<file path="src/hdl/priority_fields_c_defines.vh">
// constants for the interrupt priority and event code resolver
// assumes: included by the resolver modules, one clock, synchronous reset
// What this block does
// - two event code registers; every source has a code of its own
// - every accepted interrupt branches to one shared handler start address
// - external, port and DMA sources load a level code H'200-3C0, plus own code; timers own code in both
// - software sets levels 0-15 per source group in five 4-bit field registers
// - reset clears every programmable priority field to level 0
// - equal levels: nonmaskable, then debug port, then sources in listed order
// - nonmaskable is level 16, code H'1C0; debug port code H'5E0 in both
// - sources sharing one field rank from first listed down to last listed
// - debug port request sits at fixed level 15, not writable
// - accepting an interrupt never changes the core's four mask bits
`ifndef PRIORITY_FIELDS_C_DEFINES_VH
`define PRIORITY_FIELDS_C_DEFINES_VH

// register byte offsets
`define PRIORITY_FIELDS_C_OFF_PRIO_A 8'h00
`define PRIORITY_FIELDS_C_OFF_PRIO_B 8'h04
`define PRIORITY_FIELDS_C_OFF_PRIO_C 8'h08
`define PRIORITY_FIELDS_C_OFF_PRIO_D 8'h0C
`define PRIORITY_FIELDS_C_OFF_PRIO_E 8'h10
`define PRIORITY_FIELDS_C_OFF_LVL_CODE 8'h14
`define PRIORITY_FIELDS_C_OFF_SRC_CODE 8'h18
`define PRIORITY_FIELDS_C_OFF_STATUS 8'h1C
`define PRIORITY_FIELDS_C_OFF_MASK 8'h20
`define PRIORITY_FIELDS_C_OFF_PENDING 8'h24

// reset values
`define PRIORITY_FIELDS_C_PRIO_RESET 16'h0000
`define PRIORITY_FIELDS_C_CODE_RESET 12'h000

// status bit positions
`define PRIORITY_FIELDS_C_ST_ACCEPT 0
`define PRIORITY_FIELDS_C_ST_NMI 1
`define PRIORITY_FIELDS_C_ST_W 2

// fixed levels and codes
`define PRIORITY_FIELDS_C_NMI_LEVEL 5'h10
`define PRIORITY_FIELDS_C_DBG_LEVEL 5'h0F
`define PRIORITY_FIELDS_C_NMI_CODE 12'h1C0
`define PRIORITY_FIELDS_C_DBG_CODE 12'h5E0
`define PRIORITY_FIELDS_C_LVL_CODE_BASE 12'h200
`define PRIORITY_FIELDS_C_CODE_STEP 12'h020

// source index layout, in default order
`define PRIORITY_FIELDS_C_N_SRC 37
`define PRIORITY_FIELDS_C_IDX_NMI 6'h00
`define PRIORITY_FIELDS_C_IDX_DBG 6'h01
`define PRIORITY_FIELDS_C_IDX_EXT0 6'h02
`define PRIORITY_FIELDS_C_IDX_PORT0 6'h08
`define PRIORITY_FIELDS_C_IDX_DMA0 6'h0A
`define PRIORITY_FIELDS_C_IDX_TMR0 6'h17

// own code bases for each contiguous run of sources
`define PRIORITY_FIELDS_C_CODE_EXT 12'h600
`define PRIORITY_FIELDS_C_CODE_PORT 12'h700
`define PRIORITY_FIELDS_C_CODE_DMA 12'h800
`define PRIORITY_FIELDS_C_CODE_TMR 12'h400

`endif

</file>
<file path="src/hdl/priority_fields_c_pick.v">
// highest-level request picker with fixed tie order
// assumes: lower index means earlier in the default order
`timescale 1ns/1ps
module priority_fields_c_pick #(
   parameter N = 37,
   parameter W = 5,
   parameter IW = 6
) (
   // requests and their levels
   input wire [N-1:0] req,
   input wire [N*W-1:0] lvl,
   // winner
   output reg hit,
   output reg [IW-1:0] idx,
   output reg [W-1:0] best
);
   integer i;
   always @* begin
      hit = 1'b0;
      idx = {IW{1'b0}};
      best = {W{1'b0}};
      // strict compare keeps the earliest listed source on a tie
      for (i = 0; i < N; i = i + 1) begin
         if (req[i] && (lvl[i*W +: W] > best)) begin
            hit = 1'b1;
            idx = i[IW-1:0];
            best = lvl[i*W +: W];
         end
      end
   end
endmodule // priority_fields_c_pick

</file>
<file path="src/hdl/priority_fields_c_resolver.v">
// interrupt priority resolver with event code capture and axi4-lite registers
// assumes: requests are levels synchronous to clock, held until accepted;
// the core pulses core_ack for one cycle while core_req is high
//
// Added by the designer: the address map and the AXI4-Lite interface to the registers.
`timescale 1ns/1ps
`include "priority_fields_c_defines.vh"
module priority_fields_c_resolver #(
   parameter N_SRC = `PRIORITY_FIELDS_C_N_SRC,
   parameter [31:0] HANDLER_ADDR = 32'h0000_0600
) (
   // clock and reset
   input wire clock,
   input wire nrst,
   // requests: bit 0 nonmaskable, bit 1 debug port, then listed order
   input wire [N_SRC-1:0] src_req,
   // processor core
   input wire [3:0] core_mask,
   input wire core_ack,
   output reg core_req_q,
   output reg [4:0] core_level_q,
   output reg accept_q,
   output reg [31:0] handler_addr_q,
   output reg [11:0] level_event_code_q,
   output reg [11:0] source_event_code_q,
   output reg irq_q,
   // axi4-lite slave
   input wire [7:0] s_axi_awaddr,
   input wire s_axi_awvalid,
   output reg s_axi_awready,
   input wire [31:0] s_axi_wdata,
   input wire [3:0] s_axi_wstrb,
   input wire s_axi_wvalid,
   output reg s_axi_wready,
   output reg [1:0] s_axi_bresp,
   output reg s_axi_bvalid,
   input wire s_axi_bready,
   input wire [7:0] s_axi_araddr,
   input wire s_axi_arvalid,
   output reg s_axi_arready,
   output reg [31:0] s_axi_rdata,
   output reg [1:0] s_axi_rresp,
   output reg s_axi_rvalid,
   input wire s_axi_rready
);
   localparam [1:0] RESP_OK = 2'b00;
   localparam [1:0] RESP_ERR = 2'b10;

   reg [15:0] priority_fields_a_q;
   reg [15:0] priority_fields_b_q;
   reg [15:0] priority_fields_c_q;
   reg [15:0] priority_fields_d_q;
   reg [15:0] priority_fields_e_q;
   reg [`PRIORITY_FIELDS_C_ST_W-1:0] status_q;
   reg [`PRIORITY_FIELDS_C_ST_W-1:0] status_d;
   reg [`PRIORITY_FIELDS_C_ST_W-1:0] mask_q;
   reg [5:0] win_idx_q;
   reg [4:0] win_lvl_q;
   reg [7:0] aw_addr_q;
   reg aw_held_q;
   reg [31:0] w_data_q;
   reg [3:0] w_strb_q;
   reg w_held_q;

   wire [79:0] fields;
   reg [N_SRC*5-1:0] levels;
   wire hit;
   wire [5:0] pick_idx;
   wire [4:0] pick_lvl;
   integer k;

   assign fields = {priority_fields_e_q, priority_fields_d_q, priority_fields_c_q,
      priority_fields_b_q, priority_fields_a_q};

   // nibble slot of the shared field for each programmable source
   function [4:0] field_slot;
      input [5:0] i;
      begin
         case (i)
            6'h02, 6'h03, 6'h04, 6'h05: field_slot = 5'h08 + {2'b00, i[2:0]} - 5'h02;
            6'h06: field_slot = 5'h0C;
            6'h07: field_slot = 5'h0D;
            6'h08: field_slot = 5'h0F;
            6'h09: field_slot = 5'h0E;
            6'h0A, 6'h0B, 6'h0C, 6'h0D: field_slot = 5'h13;
            6'h0E, 6'h0F, 6'h10, 6'h11: field_slot = 5'h12;
            6'h12, 6'h13, 6'h14, 6'h15: field_slot = 5'h11;
            6'h16: field_slot = 5'h10;
            6'h17: field_slot = 5'h03;
            6'h18: field_slot = 5'h02;
            6'h19, 6'h1A: field_slot = 5'h01;
            6'h1B, 6'h1C, 6'h1D: field_slot = 5'h00;
            6'h1E, 6'h1F, 6'h20, 6'h21: field_slot = 5'h04;
            6'h22: field_slot = 5'h07;
            6'h23, 6'h24: field_slot = 5'h06;
            default: field_slot = 5'h05;
         endcase
      end
   endfunction

   // own code of each source
   function [11:0] own_code;
      input [5:0] i;
      reg [5:0] off;
      begin
         off = 6'h00;
         if (i == `PRIORITY_FIELDS_C_IDX_NMI) begin
            own_code = `PRIORITY_FIELDS_C_NMI_CODE;
         end else if (i == `PRIORITY_FIELDS_C_IDX_DBG) begin
            own_code = `PRIORITY_FIELDS_C_DBG_CODE;
         end else if (i < `PRIORITY_FIELDS_C_IDX_PORT0) begin
            off = i - `PRIORITY_FIELDS_C_IDX_EXT0;
            own_code = `PRIORITY_FIELDS_C_CODE_EXT + {1'b0, off, 5'h00};
         end else if (i < `PRIORITY_FIELDS_C_IDX_DMA0) begin
            off = i - `PRIORITY_FIELDS_C_IDX_PORT0;
            own_code = `PRIORITY_FIELDS_C_CODE_PORT + {1'b0, off, 5'h00};
         end else if (i < `PRIORITY_FIELDS_C_IDX_TMR0) begin
            off = i - `PRIORITY_FIELDS_C_IDX_DMA0;
            own_code = `PRIORITY_FIELDS_C_CODE_DMA + {1'b0, off, 5'h00};
         end else begin
            off = i - `PRIORITY_FIELDS_C_IDX_TMR0;
            own_code = `PRIORITY_FIELDS_C_CODE_TMR + {1'b0, off, 5'h00};
         end
      end
   endfunction

   // level table for the picker
   always @* begin
      levels = {(N_SRC*5){1'b0}};
      for (k = 0; k < N_SRC; k = k + 1) begin
         if (k == 0) begin
            levels[k*5 +: 5] = `PRIORITY_FIELDS_C_NMI_LEVEL;
         end else if (k == 1) begin
            levels[k*5 +: 5] = `PRIORITY_FIELDS_C_DBG_LEVEL;
         end else begin
            levels[k*5 +: 5] = {1'b0, fields[field_slot(k[5:0])*4 +: 4]};
         end
      end
   end

   priority_fields_c_pick #(
      .N(N_SRC),
      .W(5),
      .IW(6)
   ) i_priority_fields_c_pick (
      .req(src_req),
      .lvl(levels),
      .hit(hit),
      .idx(pick_idx),
      .best(pick_lvl)
   );

   // resolution and acceptance
   always @(posedge clock) begin
      if (!nrst) begin
         win_idx_q <= 6'h00;
         win_lvl_q <= 5'h00;
         core_req_q <= 1'b0;
         core_level_q <= 5'h00;
         accept_q <= 1'b0;
         handler_addr_q <= 32'h0000_0000;
         level_event_code_q <= `PRIORITY_FIELDS_C_CODE_RESET;
         source_event_code_q <= `PRIORITY_FIELDS_C_CODE_RESET;
      end else begin
         win_idx_q <= pick_idx;
         win_lvl_q <= pick_lvl;
         // a winner at level 0 never gets here; core mask is only read
         core_req_q <= hit && (pick_lvl > {1'b0, core_mask})
            && !(core_req_q && core_ack);
         core_level_q <= pick_lvl;
         accept_q <= core_req_q && core_ack;
         if (core_req_q && core_ack) begin
            handler_addr_q <= HANDLER_ADDR;
            source_event_code_q <= own_code(win_idx_q);
            if (win_idx_q >= `PRIORITY_FIELDS_C_IDX_EXT0 && win_idx_q < `PRIORITY_FIELDS_C_IDX_TMR0) begin
               level_event_code_q <= `PRIORITY_FIELDS_C_LVL_CODE_BASE
                  + {3'b000, 4'hF - win_lvl_q[3:0], 5'h00};
            end else begin
               level_event_code_q <= own_code(win_idx_q);
            end
         end
      end
   end

   // sticky events: a new event beats a same-cycle clear
   always @* begin
      status_d = status_q;
      if (aw_held_q && w_held_q && !s_axi_bvalid && aw_addr_q == `PRIORITY_FIELDS_C_OFF_STATUS
         && w_strb_q[0]) begin
         status_d = status_d & ~w_data_q[`PRIORITY_FIELDS_C_ST_W-1:0];
      end
      if (core_req_q && core_ack) begin
         status_d[`PRIORITY_FIELDS_C_ST_ACCEPT] = 1'b1;
         if (win_idx_q == `PRIORITY_FIELDS_C_IDX_NMI) begin
            status_d[`PRIORITY_FIELDS_C_ST_NMI] = 1'b1;
         end
      end
   end

   // axi4-lite write path
   always @(posedge clock) begin
      if (!nrst) begin
         priority_fields_a_q <= `PRIORITY_FIELDS_C_PRIO_RESET;
         priority_fields_b_q <= `PRIORITY_FIELDS_C_PRIO_RESET;
         priority_fields_c_q <= `PRIORITY_FIELDS_C_PRIO_RESET;
         priority_fields_d_q <= `PRIORITY_FIELDS_C_PRIO_RESET;
         priority_fields_e_q <= `PRIORITY_FIELDS_C_PRIO_RESET;
         status_q <= {`PRIORITY_FIELDS_C_ST_W{1'b0}};
         mask_q <= {`PRIORITY_FIELDS_C_ST_W{1'b0}};
         irq_q <= 1'b0;
         aw_addr_q <= 8'h00;
         aw_held_q <= 1'b0;
         w_data_q <= 32'h0000_0000;
         w_strb_q <= 4'h0;
         w_held_q <= 1'b0;
         s_axi_awready <= 1'b1;
         s_axi_wready <= 1'b1;
         s_axi_bvalid <= 1'b0;
         s_axi_bresp <= RESP_OK;
      end else begin
         status_q <= status_d;
         irq_q <= |(status_d & mask_q);
         if (s_axi_awvalid && s_axi_awready) begin
            aw_addr_q <= s_axi_awaddr;
            aw_held_q <= 1'b1;
            s_axi_awready <= 1'b0;
         end
         if (s_axi_wvalid && s_axi_wready) begin
            w_data_q <= s_axi_wdata;
            w_strb_q <= s_axi_wstrb;
            w_held_q <= 1'b1;
            s_axi_wready <= 1'b0;
         end
         if (aw_held_q && w_held_q && !s_axi_bvalid) begin
            s_axi_bvalid <= 1'b1;
            s_axi_bresp <= RESP_OK;
            case (aw_addr_q)
               `PRIORITY_FIELDS_C_OFF_PRIO_A: begin
                  if (w_strb_q[0]) priority_fields_a_q[7:0] <= w_data_q[7:0];
                  if (w_strb_q[1]) priority_fields_a_q[15:8] <= w_data_q[15:8];
               end
               `PRIORITY_FIELDS_C_OFF_PRIO_B: begin
                  if (w_strb_q[0]) priority_fields_b_q[7:0] <= w_data_q[7:0];
                  if (w_strb_q[1]) priority_fields_b_q[15:8] <= w_data_q[15:8];
               end
               `PRIORITY_FIELDS_C_OFF_PRIO_C: begin
                  if (w_strb_q[0]) priority_fields_c_q[7:0] <= w_data_q[7:0];
                  if (w_strb_q[1]) priority_fields_c_q[15:8] <= w_data_q[15:8];
               end
               `PRIORITY_FIELDS_C_OFF_PRIO_D: begin
                  if (w_strb_q[0]) priority_fields_d_q[7:0] <= w_data_q[7:0];
                  if (w_strb_q[1]) priority_fields_d_q[15:8] <= w_data_q[15:8];
               end
               `PRIORITY_FIELDS_C_OFF_PRIO_E: begin
                  if (w_strb_q[0]) priority_fields_e_q[7:0] <= w_data_q[7:0];
                  if (w_strb_q[1]) priority_fields_e_q[15:8] <= w_data_q[15:8];
               end
               `PRIORITY_FIELDS_C_OFF_MASK: begin
                  if (w_strb_q[0]) mask_q <= w_data_q[`PRIORITY_FIELDS_C_ST_W-1:0];
               end
               `PRIORITY_FIELDS_C_OFF_STATUS, `PRIORITY_FIELDS_C_OFF_LVL_CODE, `PRIORITY_FIELDS_C_OFF_SRC_CODE,
               `PRIORITY_FIELDS_C_OFF_PENDING: begin
                  s_axi_bresp <= RESP_OK;
               end
               default: s_axi_bresp <= RESP_ERR;
            endcase
         end
         if (s_axi_bvalid && s_axi_bready) begin
            s_axi_bvalid <= 1'b0;
            aw_held_q <= 1'b0;
            w_held_q <= 1'b0;
            s_axi_awready <= 1'b1;
            s_axi_wready <= 1'b1;
         end
      end
   end

   // axi4-lite read path; one read in flight, answered the cycle after it is taken
   always @(posedge clock) begin
      if (!nrst) begin
         s_axi_arready <= 1'b1;
         s_axi_rvalid <= 1'b0;
         s_axi_rdata <= 32'h0000_0000;
         s_axi_rresp <= RESP_OK;
      end else if (s_axi_arvalid && s_axi_arready) begin
         s_axi_arready <= 1'b0;
         s_axi_rvalid <= 1'b1;
         s_axi_rresp <= RESP_OK;
         case (s_axi_araddr)
            `PRIORITY_FIELDS_C_OFF_PRIO_A: s_axi_rdata <= {16'h0000, priority_fields_a_q};
            `PRIORITY_FIELDS_C_OFF_PRIO_B: s_axi_rdata <= {16'h0000, priority_fields_b_q};
            `PRIORITY_FIELDS_C_OFF_PRIO_C: s_axi_rdata <= {16'h0000, priority_fields_c_q};
            `PRIORITY_FIELDS_C_OFF_PRIO_D: s_axi_rdata <= {16'h0000, priority_fields_d_q};
            `PRIORITY_FIELDS_C_OFF_PRIO_E: s_axi_rdata <= {16'h0000, priority_fields_e_q};
            `PRIORITY_FIELDS_C_OFF_LVL_CODE: s_axi_rdata <= {20'h00000, level_event_code_q};
            `PRIORITY_FIELDS_C_OFF_SRC_CODE: s_axi_rdata <= {20'h00000, source_event_code_q};
            `PRIORITY_FIELDS_C_OFF_STATUS: s_axi_rdata <= {30'h0000_0000, status_q};
            `PRIORITY_FIELDS_C_OFF_MASK: s_axi_rdata <= {30'h0000_0000, mask_q};
            `PRIORITY_FIELDS_C_OFF_PENDING: s_axi_rdata <= {19'h00000, core_req_q, 1'b0, win_lvl_q,
               win_idx_q};
            default: begin
               s_axi_rdata <= 32'h0000_0000;
               s_axi_rresp <= RESP_ERR;
            end
         endcase
      end else if (s_axi_rvalid && s_axi_rready) begin
         s_axi_rvalid <= 1'b0;
         s_axi_arready <= 1'b1;
      end
   end
endmodule // priority_fields_c_resolver

</file>
<file path="config.mk">
export PLATFORM = sky130hd
export DESIGN_NAME = priority_fields_c_resolver
export DESIGN_NICKNAME = d
export VERILOG_FILES = /design/src/hdl/priority_fields_c_pick.v /design/src/hdl/priority_fields_c_resolver.v
export VERILOG_INCLUDE_DIRS = /design/src /design/src/hdl
export SDC_FILE = /design/constraint.sdc
export NUM_CORES = 1
export LEC_CHECK = 0
export BUFFER_PORTS_ARGS = -buffer_cell sky130_fd_sc_hd__buf_2
export CAP_MARGIN = 20
export CORE_ASPECT_RATIO = 0.75
export CORE_MARGIN = 1.5
export CORE_UTILIZATION = 50
export DETAILED_ROUTE_END_ITERATION = 12
export GPL_TIMING_DRIVEN = 0
export PLACE_DENSITY = 0.8
export SYNTH_ARGS = -nofsm -noshare
export SYNTH_HDL_FRONTEND = slang
export SYNTH_SLANG_ARGS = --single-unit
</file>
<file path="constraint.sdc">
create_clock -name clock -period 56.8 [get_ports clock]
set_input_delay 2.84 -clock clock [delete_from_list [all_inputs] [get_ports clock]]
set_output_delay 2.84 -clock clock [all_outputs]
set_load 0.03 [all_outputs]
</file>
==> impl_metrics.sql, run 1 <==
INSERT INTO impl_metrics (metric_group, metric, value, unit) VALUES
('synth', 'ys.flop_type', 'sky130_fd_sc_hd__dfxtp_1', ''),
('routing', 'first_iter_violations', '2025', ''),
('routing', 'drcViolationCount', '0', ''),
('global_route', 'groute.usage.overall', '31.5', '%'),
('routing', 'drt-total-wl', '55200', 'µm'),
('setup_path', 'timing.critical_path.slowest_cell_delay', '0.49', 'ns'),
('timing', 'grt_setup_unrepaired', 'yes', ''),
('final_layout', 'mostFrequentLayoutCells', '197 x sky130_fd_sc_hd__nor2_1, 183 x sky130_fd_sc_hd__nand2_1, 175 x sky130_fd_sc_hd__buf_4', ''),
('routing', 'number_of_nets_with_antenna_violations_after_detailed_routing', '0', ''),
('setup_path', 'path_buf_inv', '46', ''),
('timing', 'timing.max_slew.rel_slack', '33.5', '%'),
('die', 'die_w', '202', 'µm'),
('worst_hold_path', 'path_type_of_the_worst_min_delay_path', 'reg -> reg', ''),
('clocking', 'hold_buffers', '0', ''),
('final_layout', 'count_of_fill_cells_added_during_filler_insertion', '2234', ''),
('setup_path', 'startpoint_class_of_the_critical_path', 'primary input', ''),
('power', 'vdd.ir_drop.worst', '48.9', 'µV'),
('synth', 'yosysSeqAreaShare', '22.1', '%'),
('power', 'static-leakage-power', '8.54', 'nW'),
('routing', 'wl_per_cell', '20.7', 'µm'),
('timing', 'hold_violation_count_in_the_final_report', '0', ''),
('run_status', 'outcome', 'finished clean', ''),
('final_layout', 'postLayoutCoreUtil', '66.4', '%'),
('final_layout', 'layout-drive-gt1-share', '29.5', '%'),
('synth', 'synthesized_area_divided_by_synthesized_cell_count', '7.66', 'µm²'),
('global_route', 'global_route.overflow_total', '0', ''),
('placed_design', 'numPlacedInstances', '2519', ''),
('global_route', 'first_global_vias', '14900', ''),
('synth', 'unique_masters_post_synth', '109', ''),
('clocking', 'cts_buffers', '17', ''),
('global_route', 'pin_count_of_the_biggest_net_entering_global_routing', '17', ''),
('timing', 'setup_tns', '0', 'ns'),
('clocking', 'clk_transition_reported_paths', '0.06', 'ns'),
('placed_design', 'dp_slack', '-7.70', 'ns'),
('timing', 'period_share', '98.7', '%'),
('die', 'placementRows', '54', ''),
('routing', 'vias', '16900', ''),
('job', 'drv_cap', '0', ''),
('routing', 'drtPass1Iterations', '7', ''),
('placed_design', 'place.detailed.hpwl', '39100', 'µm'),
('setup_path', 'crit_slowest_cell', 'sky130_fd_sc_hd__or4_1', ''),
('timing', 'report.final.slew_viol_count', '0', ''),
('die', 'start_util', '51.0', '%'),
('die', 'fp.dieArea', '30800', 'µm²'),
('setup_path', 'crit_type', 'in -> reg', ''),
('setup_path', 'worstPathMaxFanout', '10', ''),
('placed_design', 'place.gp.congestion', '1.00', ''),
('timing', 'timing.final.crit_period', '56.08', 'ns'),
('clocking', 'tritoncts', 'yes', ''),
('synth', 'syn-cell-area', '14900', 'µm²'),
('die', 'die-height', '152', 'µm'),
('synth', 'synthesis.yosys.warnings', '0', ''),
('final_layout', 'layout.cells.most_common', 'sky130_fd_sc_hd__nor2_1', ''),
('clocking', 'clk_latency', '0.44', 'ns'),
('final_layout', 'post_layout_nets', '2489', ''),
('synth', 'ys_ff_latch', '164', ''),
('setup_path', 'end_kind', 'flip-flop', ''),
('synth', 'synth_edf_count', '0', ''),
('timing', 'max_freq', '17.8', 'MHz'),
('placed_design', 'buffer_ports.inserted', '129', ''),
('setup_path', 'timing.critical_path.max_delay_family', 'compound AO/OA/AOI/OAI gates', ''),
('global_route', 'antenna_found_initial', '0', ''),
('power', 'power.density_cell_area', '63.1', 'nW/µm²'),
('synth', 'netlist_instances', '1940', ''),
('timing', 'transition_at_the_pin_with_the_smallest_max_transition_slack', '0.993', 'ns'),
('die', 'pin_count', '206', ''),
('timing', 'fin_ws', '0.724', 'ns'),
('setup_path', 'cp.required', '57.13', 'ns'),
('clocking', 'clock-root-buffer', 'sky130_fd_sc_hd__clkbuf_16', ''),
('routing', 'via_per_inst', '6.34', ''),
('synth', 'async_reset_ff_share', '0', '%');
-- layer usage --
| metal | track usage, % | vias to the layer above | routed length, µm |
|---|---|---|---|
| li1 | - | 7631 | - |
| met1 | 43.7 | 7910 | 22200 |
| met2 | 48.0 | 1149 | 24200 |
| met3 | 7.08 | 220 | 6610 |
| met4 | 10.8 | 0 | 2190 |
| met5 | 0 | - | 0 |
-- cell type report --
type                    count  area, µm²  area share [%]
multi-input cells        1586      12100            62.6
flip-flops and latches    164       3280            17.0
repair buffers            250       1590            8.23
plain buffers             128        763            3.95
well taps                 392        490            2.54
clock buffers              19        453            2.34
inverters                 118        443            2.29
clock inverters            12        201            1.04
-- kinds of logic after synthesis --
kind of cell               share of synthesized area, %
and+or+nand+nor                                    20.7
buffers and inverters                              7.86
AOI/OAI and AO/OA                                  26.2
DFF                                                22.1
muxes                                              11.6
other                                            0.0252
adders and majority gates                          10.6
xor gates and xnor gates                          0.876
-- power breakdown --
part           leakage, nW  total, mW  switching, mW  internal, mW
combinational         6.89      0.956          0.536         0.420
sequential            1.33      0.134         0.0108         0.123
clock                0.316      0.130         0.0493        0.0803
-- repair_timing --
item	in CTS	in global routing
pin swaps	35	110
cloned	0	1
endpoints found under the setup margin	11	11
gates resized for setup	87	241
setup buffers	37	82
-- state kept, by name, indices dropped and copies added (netlist names), 2 cells and up --
| name | count |
|---|---|
| win_lvl_q | 5 |
| priority_fields_d_q | 16 |
| aw_addr_q | 8 |
| status_q | 2 |
| w_data_q | 16 |
| w_strb_q | 2 |
| win_idx_q | 6 |
| priority_fields_b_q | 16 |
| source_event_code_q | 7 |
| priority_fields_a_q | 16 |
| s_axi_rdata | 16 |
| mask_q | 2 |
| level_event_code_q | 7 |
| priority_fields_c_q | 16 |
| priority_fields_e_q | 16 |
-- per-stage QoR --
step	area, µm²	hold WS [ns]
2_1_floorplan	15100	0.437
3_3_place_gp	16200	0.448
3_5_place_dp	16200	0.455
4_1_cts	17500	0.468
5_1_grt	19300	0.500
6_report	19300	0.465
-- final timing paths --
kind                            cells after the start  slack (ns)                    from           endpoint
worst max-delay path                              292        0.72              src_req[0]         core_req_q
worst min-delay path                                2        0.46       handler_addr_q[9]  handler_addr_q[9]
worst max register to register                    291        3.01  priority_fields_c_q[3]         core_req_q
worst min register to register                      2        0.46       handler_addr_q[9]  handler_addr_q[9]
-- Yosys cell counts (5+ instances only) --
library cell / count
sky130_fd_sc_hd__a211o_1: 6
sky130_fd_sc_hd__a211oi_1: 13
sky130_fd_sc_hd__a211oi_2: 5
sky130_fd_sc_hd__a21boi_0: 5
sky130_fd_sc_hd__a21o_1: 17
sky130_fd_sc_hd__a21oi_1: 177
sky130_fd_sc_hd__a221oi_1: 11
sky130_fd_sc_hd__a22o_1: 15
sky130_fd_sc_hd__a22oi_1: 42
sky130_fd_sc_hd__a31o_2: 5
sky130_fd_sc_hd__a31oi_1: 29
sky130_fd_sc_hd__a41oi_1: 7
sky130_fd_sc_hd__and2_1: 12
sky130_fd_sc_hd__and3_1: 29
sky130_fd_sc_hd__buf_4: 61
sky130_fd_sc_hd__clkbuf_1: 61
sky130_fd_sc_hd__dfxtp_1: 164
sky130_fd_sc_hd__ha_1: 123
sky130_fd_sc_hd__inv_1: 118
sky130_fd_sc_hd__mux2_2: 50
sky130_fd_sc_hd__mux2i_1: 109
sky130_fd_sc_hd__nand2_1: 199
sky130_fd_sc_hd__nand2b_1: 13
sky130_fd_sc_hd__nand3_1: 46
sky130_fd_sc_hd__nand3b_1: 5
sky130_fd_sc_hd__nand4_1: 18
sky130_fd_sc_hd__nor2_1: 217
sky130_fd_sc_hd__nor2b_1: 25
sky130_fd_sc_hd__nor3_1: 31
sky130_fd_sc_hd__nor3b_1: 7
sky130_fd_sc_hd__nor4_1: 8
sky130_fd_sc_hd__o211a_1: 10
sky130_fd_sc_hd__o211ai_1: 11
sky130_fd_sc_hd__o21a_1: 21
sky130_fd_sc_hd__o21ai_0: 86
sky130_fd_sc_hd__o21ai_1: 9
sky130_fd_sc_hd__o21bai_1: 5
sky130_fd_sc_hd__o221ai_1: 5
sky130_fd_sc_hd__o22ai_1: 5
sky130_fd_sc_hd__o31a_1: 12
sky130_fd_sc_hd__o31ai_1: 7
sky130_fd_sc_hd__or2_2: 14
sky130_fd_sc_hd__or3_1: 5
sky130_fd_sc_hd__or4_1: 6
sky130_fd_sc_hd__xnor2_1: 9
-- worst reg2reg max path, delay by kind of cell, from the launching register on --
kind,cells,cell delay [ns]
buffers and inverters,45,5.39
AOI/OAI and AO/OA,103,19.14
and+or+nand+nor,81,12.07
adders and majority gates,37,9.78
DFF,1,0.50
muxes,25,6.87
No activity file was read; power rests on OpenSTA's default activity.
==> run 2, diff against run 1 <==
CORE_UTILIZATION = 27   (was 50)
CTS_BUF_LIST = sky130_fd_sc_hd__clkbuf_4   (was not set)
PLACE_DENSITY = 0.51   (was 0.8)
==> run 2 against run 1 <==
Against the previous run:
- final cell count rose by 12%
- clock power fell by 45%
- via count fell by 5.0%
- clock skew rose by 0.024 ns
- register-to-register slack improved by 1.2 ns
- critical path type unchanged
- critical endpoint unchanged
==> impl_metrics.sql, run 2 (same netlist as run 1, synthesis figures left out) <==
INSERT INTO impl_metrics (metric_group, metric, value, unit) VALUES
('setup_path', 'crit_arrival', '55.16', 'ns'),
('timing', 'fin_worst_skew', '0.0331', 'ns'),
('clocking', 'clock_path_buffers', '2', ''),
('placed_design', 'place.gp.congestion', '0.893', ''),
('timing', 'report.final.slew_viol_count', '0', ''),
('die', 'pin_count', '206', ''),
('placed_design', 'buffer_ports.inserted', '129', ''),
('timing', 'report.final.setup_viol', '0', ''),
('routing', 'via_per_inst', '5.36', ''),
('timing', 'transition_at_the_pin_with_the_smallest_max_transition_slack', '1.05', 'ns'),
('final_layout', 'count_of_fill_cells_added_during_filler_insertion', '5752', ''),
('setup_path', 'critPathMostFrequentCell', 'sky130_fd_sc_hd__inv_1', ''),
('setup_path', 'timing.critical_path.slowest_cell_delay', '0.49', 'ns'),
('routing', 'number_of_nets_with_antenna_violations_after_detailed_routing', '0', ''),
('power', 'vdd.ir_drop.worst', '47.4', 'µV'),
('placed_design', 'dp_slack', '-8.39', 'ns'),
('timing', 'hold_violation_count_in_the_final_report', '0', ''),
('global_route', 'pin_count_of_the_biggest_net_entering_global_routing', '17', ''),
('routing', 'drtPass1Iterations', '5', ''),
('global_route', 'groute.usage.overall', '19.4', '%'),
('routing', 'drt-total-wl', '58600', 'µm'),
('placed_design', 'place.detailed.hpwl', '45500', 'µm'),
('run_status', 'outcome', 'finished clean', ''),
('routing', 'vias', '16100', ''),
('timing', 'setup_tns', '0', 'ns'),
('global_route', 'global_route.usage.met2', '29.0', '%'),
('global_route', 'grt_busiest_layer', 'met1', ''),
('setup_path', 'reg2reg_to', 'core_req_q', ''),
('setup_path', 'crit_type', 'in -> reg', ''),
('die', 'placementRows', '74', ''),
('setup_path', 'end_kind', 'flip-flop', ''),
('power', 'power.density_cell_area', '59.4', 'nW/µm²'),
('die', 'start_util', '27.3', '%'),
('global_route', 'global_route.overflow_total', '0', ''),
('clocking', 'clock-root-buffer', 'sky130_fd_sc_hd__clkbuf_4', ''),
('worst_hold_path', 'path_type_of_the_worst_min_delay_path', 'reg -> reg', ''),
('setup_path', 'crit_slowest_cell', 'sky130_fd_sc_hd__or4_1', ''),
('setup_path', 'startpoint_class_of_the_critical_path', 'primary input', ''),
('global_route', 'grt.met1_usage', '29.3', '%'),
('clocking', 'clk_transition_reported_paths', '0.14', 'ns'),
('global_route', 'grt_use_met3', '3.14', '%'),
('final_layout', 'layout.cells.most_common', 'sky130_fd_sc_hd__nor2_1', ''),
('clocking', 'cts_buffers', '17', ''),
('timing', 'max_freq', '18.3', 'MHz'),
('die', 'floorplan.core_area', '54400', 'µm²'),
('final_layout', 'layout-drive-gt1-share', '29.7', '%'),
('die', 'die-height', '206', 'µm'),
('final_layout', 'areaGrowthSynthToFinish', '30.6', '%'),
('timing', 'period_share', '96.3', '%'),
('routing', 'first_iter_violations', '1363', ''),
('setup_path', 'path_buf_inv', '39', ''),
('worst_hold_path', 'whs_path_depth', '2', ''),
('setup_path', 'ff2ff_setup_slack', '4.25', 'ns'),
('setup_path', 'cp.required', '57.28', 'ns'),
('timing', 'timing.max_slew.rel_slack', '29.5', '%'),
('timing', 'fin_ws', '2.12', 'ns'),
('final_layout', 'post_layout_nets', '2485', ''),
('setup_path', 'worst_r2r_startpoint', 'priority_fields_c_q[2]', ''),
('setup_path', 'timing.critical_path.max_delay_family', 'compound AO/OA/AOI/OAI gates', ''),
('clocking', 'tritoncts', 'yes', ''),
('setup_path', 'worstPathMaxFanout', '10', ''),
('job', 'drv_cap', '0', ''),
('die', 'fp.dieArea', '56500', 'µm²'),
('clocking', 'clock_sinks', '164', ''),
('final_layout', 'mostFrequentLayoutCells', '194 x sky130_fd_sc_hd__nor2_1, 185 x sky130_fd_sc_hd__nand2_1, 173 x sky130_fd_sc_hd__buf_4', ''),
('global_route', 'first_global_vias', '14700', ''),
('worst_hold_path', 'holdPathEnd', 'w_strb_q[0]', ''),
('die', 'die_w', '274', 'µm'),
('routing', 'drcViolationCount', '0', ''),
('power', 'power_total', '1.15', 'mW'),
('final_layout', 'antenna-diode-count', '0', ''),
('clocking', 'clk_latency', '0.59', 'ns'),
('setup_path', 'rr_worst_depth', '296', ''),
('final_layout', 'multi_input_comb_area', '12200', 'µm²'),
('final_layout', 'final-seq-area', '3280', 'µm²'),
('clocking', 'depth_of_the_cts_h_tree', '4', ''),
('worst_hold_path', 'min_delay_startpoint', 'w_strb_q[0]', ''),
('power', 'static-leakage-power', '8.37', 'nW'),
('global_route', 'wire_length_of_the_first_global_routing_pass', '85600', 'µm'),
('routing', 'wl_per_cell', '19.6', 'µm'),
('timing', 'timing.final.crit_period', '54.68', 'ns'),
('global_route', 'antenna_found_initial', '0', '');
[run 2: cell types whose count changed in the layout (fill, tap and decap cells not counted), sizes merged]
cell / previous run / this run
inv: 120 / 124
clkbuf: 79 / 77
buf: 318 / 314
clkinv: 3 / 4
bufinv: 5 / 2
[run 2: how the worst max path moves through the flow]
stage / start / endpoint / slack (ns) / cells after the start
after floorplan: src_req[0] / core_req_q / 1.30 / 281
after global placement: src_req[0] / core_req_q / -7.20 / 292
after detailed placement: src_req[0] / core_req_q / -8.39 / 290
after CTS: src_req[0] / core_req_q / 0.0001 / 296
after global routing: src_req[0] / core_req_q / -0.63 / 293
final: src_req[0] / core_req_q / 2.12 / 297
[run 2: power by group]
group	leakage (nW)	switching, mW	internal (mW)
Combinational	6.90	0.526	0.421
Sequential	1.33	0.0107	0.123
Clock	0.147	0.0455	0.0265
Total	8.37	0.583	0.571
[run 2: what timing repair did]
| item | 4_1_cts | 5_1_grt |
|---|---|---|
| hold buffers | 0 | 0 |
| endpoints found under the setup margin | 11 | 11 |
| setup buffers | 46 | 69 |
| cloned | 0 | 1 |
| pin swaps | 35 | 103 |
| resized for setup | 90 | 257 |
[run 2: cell type report]
cell class / count / share of cell area [%]
Multi-Input combinational cell: 1586 / 62.8
Sequential cell: 164 / 16.9
Timing Repair Buffer: 246 / 7.97
Tap cell: 722 / 4.65
Buffer: 128 / 3.91
Inverter: 118 / 2.28
Clock inverter: 14 / 0.780
Clock buffer: 17 / 0.657
[run 2: layer usage]
layer / part of all wire (%) / vias up
met1: 49 / 7797
met2: 43 / 584
met5: 0 / -
met4: 1.5 / 0
li1: - / 7621
met3: 7.1 / 55
[run 2: through the flow]
step	hold WS, ns	cells	util [%]	area [µm²]
after CTS	0.469	2926	32.4	17700
after floorplan	0.437	1997	-	15100
final	0.467	2995	35.7	19400
after global routing	0.494	2995	35.7	19400
after global placement	0.447	2848	30.5	16600
after detailed placement	0.451	2849	30.5	16600
[run 2: worst register-to-register path, delay by kind of cell (launching register included)]
family / cells / cell delay (ns)
buffers and inverters: 38 / 3.91
DFF: 1 / 0.54
AOI/OAI and AO/OA: 108 / 19.42
and+or+nand+nor: 87 / 11.93
adders and majority gates: 37 / 9.52
muxes: 26 / 7.12
==> run 3, diff against run 2 <==
PLACE_DENSITY = 0.55   (was 0.51)
==> run 3 against run 2 <==
Against the previous run:
- worst hold slack gained 0.0033 ns
- sequential share of layout area is essentially flat
- final area is essentially flat
- highest routed layer unchanged
- wire length shrank 0.33%
- final cell count grew 0.30%
- combinational power is essentially flat
- critical path type unchanged
- worst setup slack lost 0.24 ns
- core utilization is essentially flat
- flip-flop and latch count is the same
- clock skew shrank 0.0099 ns
==> impl_metrics.sql, run 3 (same netlist as run 1, synthesis figures left out) <==
INSERT INTO impl_metrics (metric_group, metric, value, unit) VALUES
('placed_design', 'buffer_ports.inserted', '129', ''),
('setup_path', 'rr_worst_depth', '283', ''),
('global_route', 'wire_length_of_the_first_global_routing_pass', '85300', 'µm'),
('setup_path', 'startpoint_class_of_the_critical_path', 'primary input', ''),
('setup_path', 'timing.critical_path.slowest_cell_delay', '0.60', 'ns'),
('die', 'pin_count', '206', ''),
('timing', 'period_share', '96.7', '%'),
('placed_design', 'numPlacedInstances', '2849', ''),
('placed_design', 'place.gp.congestion', '0.905', ''),
('timing', 'hold_violation_count_in_the_final_report', '0', ''),
('final_layout', 'layout.cells.most_common', 'sky130_fd_sc_hd__nor2_1', ''),
('setup_path', 'worst_r2r_startpoint', 'priority_fields_c_q[2]', ''),
('clocking', 'clk_transition_reported_paths', '0.14', 'ns'),
('setup_path', 'end_kind', 'flip-flop', ''),
('global_route', 'pin_count_of_the_biggest_net_entering_global_routing', '17', ''),
('setup_path', 'cp.required', '57.34', 'ns'),
('final_layout', 'layout-drive-gt1-share', '29.6', '%'),
('worst_hold_path', 'min_delay_startpoint', 'w_strb_q[0]', ''),
('timing', 'timing.max_slew.rel_slack', '31.2', '%'),
('setup_path', 'crit_type', 'in -> reg', ''),
('clocking', 'cts_buffers', '17', ''),
('timing', 'report.final.slew_viol_count', '0', ''),
('clocking', 'clock_sinks', '164', ''),
('routing', 'drcViolationCount', '0', ''),
('placed_design', 'dp_slack', '-8.29', 'ns'),
('run_status', 'outcome', 'finished clean', ''),
('timing', 'fin_ws', '1.88', 'ns'),
('clocking', 'depth_of_the_cts_h_tree', '4', ''),
('power', 'vdd.ir_drop.worst', '44.5', 'µV'),
('clocking', 'tritoncts', 'yes', ''),
('final_layout', 'areaGrowthSynthToFinish', '30.7', '%'),
('worst_hold_path', 'path_type_of_the_worst_min_delay_path', 'reg -> reg', ''),
('setup_path', 'crit_arrival', '55.46', 'ns'),
('clocking', 'clk_latency', '0.59', 'ns'),
('worst_hold_path', 'holdPathEnd', 'w_strb_q[0]', ''),
('final_layout', 'finish.cell_count_without_fillers', '3004', ''),
('setup_path', 'ff2ff_setup_slack', '3.93', 'ns'),
('die', 'start_util', '27.3', '%'),
('routing', 'vias', '16300', ''),
('timing', 'timing.final.crit_period', '54.92', 'ns'),
('power', 'power.density_cell_area', '59.2', 'nW/µm²'),
('setup_path', 'reg2reg_to', 'core_req_q', ''),
('power', 'static-leakage-power', '8.41', 'nW'),
('clocking', 'clock-root-buffer', 'sky130_fd_sc_hd__clkbuf_4', ''),
('timing', 'fin_worst_skew', '0.0232', 'ns'),
('die', 'fp.dieArea', '56500', 'µm²'),
('timing', 'transition_at_the_pin_with_the_smallest_max_transition_slack', '1.03', 'ns'),
('routing', 'first_iter_violations', '1714', ''),
('routing', 'number_of_nets_with_antenna_violations_after_detailed_routing', '0', ''),
('global_route', 'global_route.overflow_total', '0', ''),
('die', 'die_w', '274', 'µm'),
('routing', 'wl_per_cell', '19.4', 'µm'),
('die', 'placementRows', '74', ''),
('clocking', 'clock_path_buffers', '2', ''),
('timing', 'setup_tns', '0', 'ns'),
('timing', 'report.final.setup_viol', '0', ''),
('global_route', 'first_global_vias', '14700', ''),
('final_layout', 'mostFrequentLayoutCells', '198 x sky130_fd_sc_hd__nor2_1, 184 x sky130_fd_sc_hd__nand2_1, 184 x sky130_fd_sc_hd__buf_4', ''),
('global_route', 'antenna_found_initial', '0', ''),
('die', 'die-height', '206', 'µm'),
('setup_path', 'crit_slowest_cell', 'sky130_fd_sc_hd__or4_4', ''),
('job', 'drv_cap', '0', ''),
('routing', 'drtPass1Iterations', '6', ''),
('setup_path', 'worstPathMaxFanout', '10', ''),
('final_layout', 'post_layout_nets', '2492', ''),
('setup_path', 'critPathMostFrequentCell', 'sky130_fd_sc_hd__ha_1', ''),
('placed_design', 'place.detailed.hpwl', '44600', 'µm'),
('timing', 'max_freq', '18.2', 'MHz'),
('routing', 'via_per_inst', '5.42', ''),
('global_route', 'groute.usage.overall', '19.2', '%'),
('worst_hold_path', 'whs_path_depth', '2', ''),
('routing', 'drt-total-wl', '58400', 'µm'),
('die', 'floorplan.core_area', '54400', 'µm²');
run 3: cell types whose count changed in the layout (fill, tap and decap cells not counted), sizes merged:
| cell | previous run | this run |
|---|---|---|
| bufinv | 2 | 1 |
| inv | 124 | 123 |
| clkinv | 4 | 7 |
| buf | 314 | 323 |
| diode | 0 | 1 |
| clkbuf | 77 | 75 |
run 3: how the worst max path moves through the flow:
| stage | from | end | slack, ns | depth (start not counted) |
|---|---|---|---|---|
| 3_3_place_gp | src_req[0] | core_req_q | -7.09 | 290 |
| 3_5_place_dp | src_req[0] | core_req_q | -8.29 | 295 |
| 5_1_grt | src_req[0] | core_req_q | -0.52 | 292 |
| 2_1_floorplan | src_req[0] | core_req_q | 1.30 | 281 |
| 4_1_cts | src_req[0] | core_req_q | 0.02 | 296 |
| 6_report | src_req[0] | core_req_q | 1.88 | 285 |
run 3: layout make-up:
class                           count  area (µm²)
Sequential cell                   164        3280
Timing Repair Buffer              253        1570
Inverter                          118         443
Clock inverter                     15         129
Fill cell                        5719       35000
Tap cell                          722         903
Multi-Input combinational cell   1586       12200
Clock buffer                       17         128
Antenna cell                        1        2.50
Buffer                            128         756
run 3: through the flow:
step	util (%)	hold slack, ns	power, mW	area, µm²
after global routing	35.7	0.491	1.23	19400
after floorplan	-	0.437	0.664	15100
after CTS	32.6	0.472	0.985	17700
final	35.7	0.471	1.15	19400
after global placement	30.5	0.456	0.810	16600
after detailed placement	30.5	0.453	0.825	16600
run 3: worst max-delay path: cells and delay by family:
kind | cells | cell delay, ns
AND/OR/NAND/NOR | 86 | 12.97
buffers and inverters | 44 | 5.06
adder cells (fa/ha/maj) | 37 | 9.80
AO/OA/AOI/OAI | 90 | 16.39
multiplexers | 28 | 8.31
run 3: power breakdown:
| part | switching, mW | internal, mW | total [mW] |
|---|---|---|---|
| registers | 0.0111 | 0.123 | 0.134 |
| clock network | 0.0451 | 0.0219 | 0.0671 |
| logic | 0.531 | 0.418 | 0.948 |
| total | 0.587 | 0.563 | 1.15 |
run 3: timing repair:
| action | 4_1_cts | 5_1_grt |
|---|---|---|
| setup endpoints to repair | 11 | 11 |
| hold buffers | 0 | 0 |
| resized for setup | 99 | 236 |
| buffers inserted | 55 | 68 |
| pin swaps | 36 | 93 |
run 3: layer usage:
layer  global-route usage (%)  wire, µm  vias to the layer above
li1                         -         -                     7637
met2                     28.6     25100                      680
met1                     28.8     28000                     7911
met4                     4.95       986                        0
met5                        0         0                        -
met3                     2.31      4310                       66
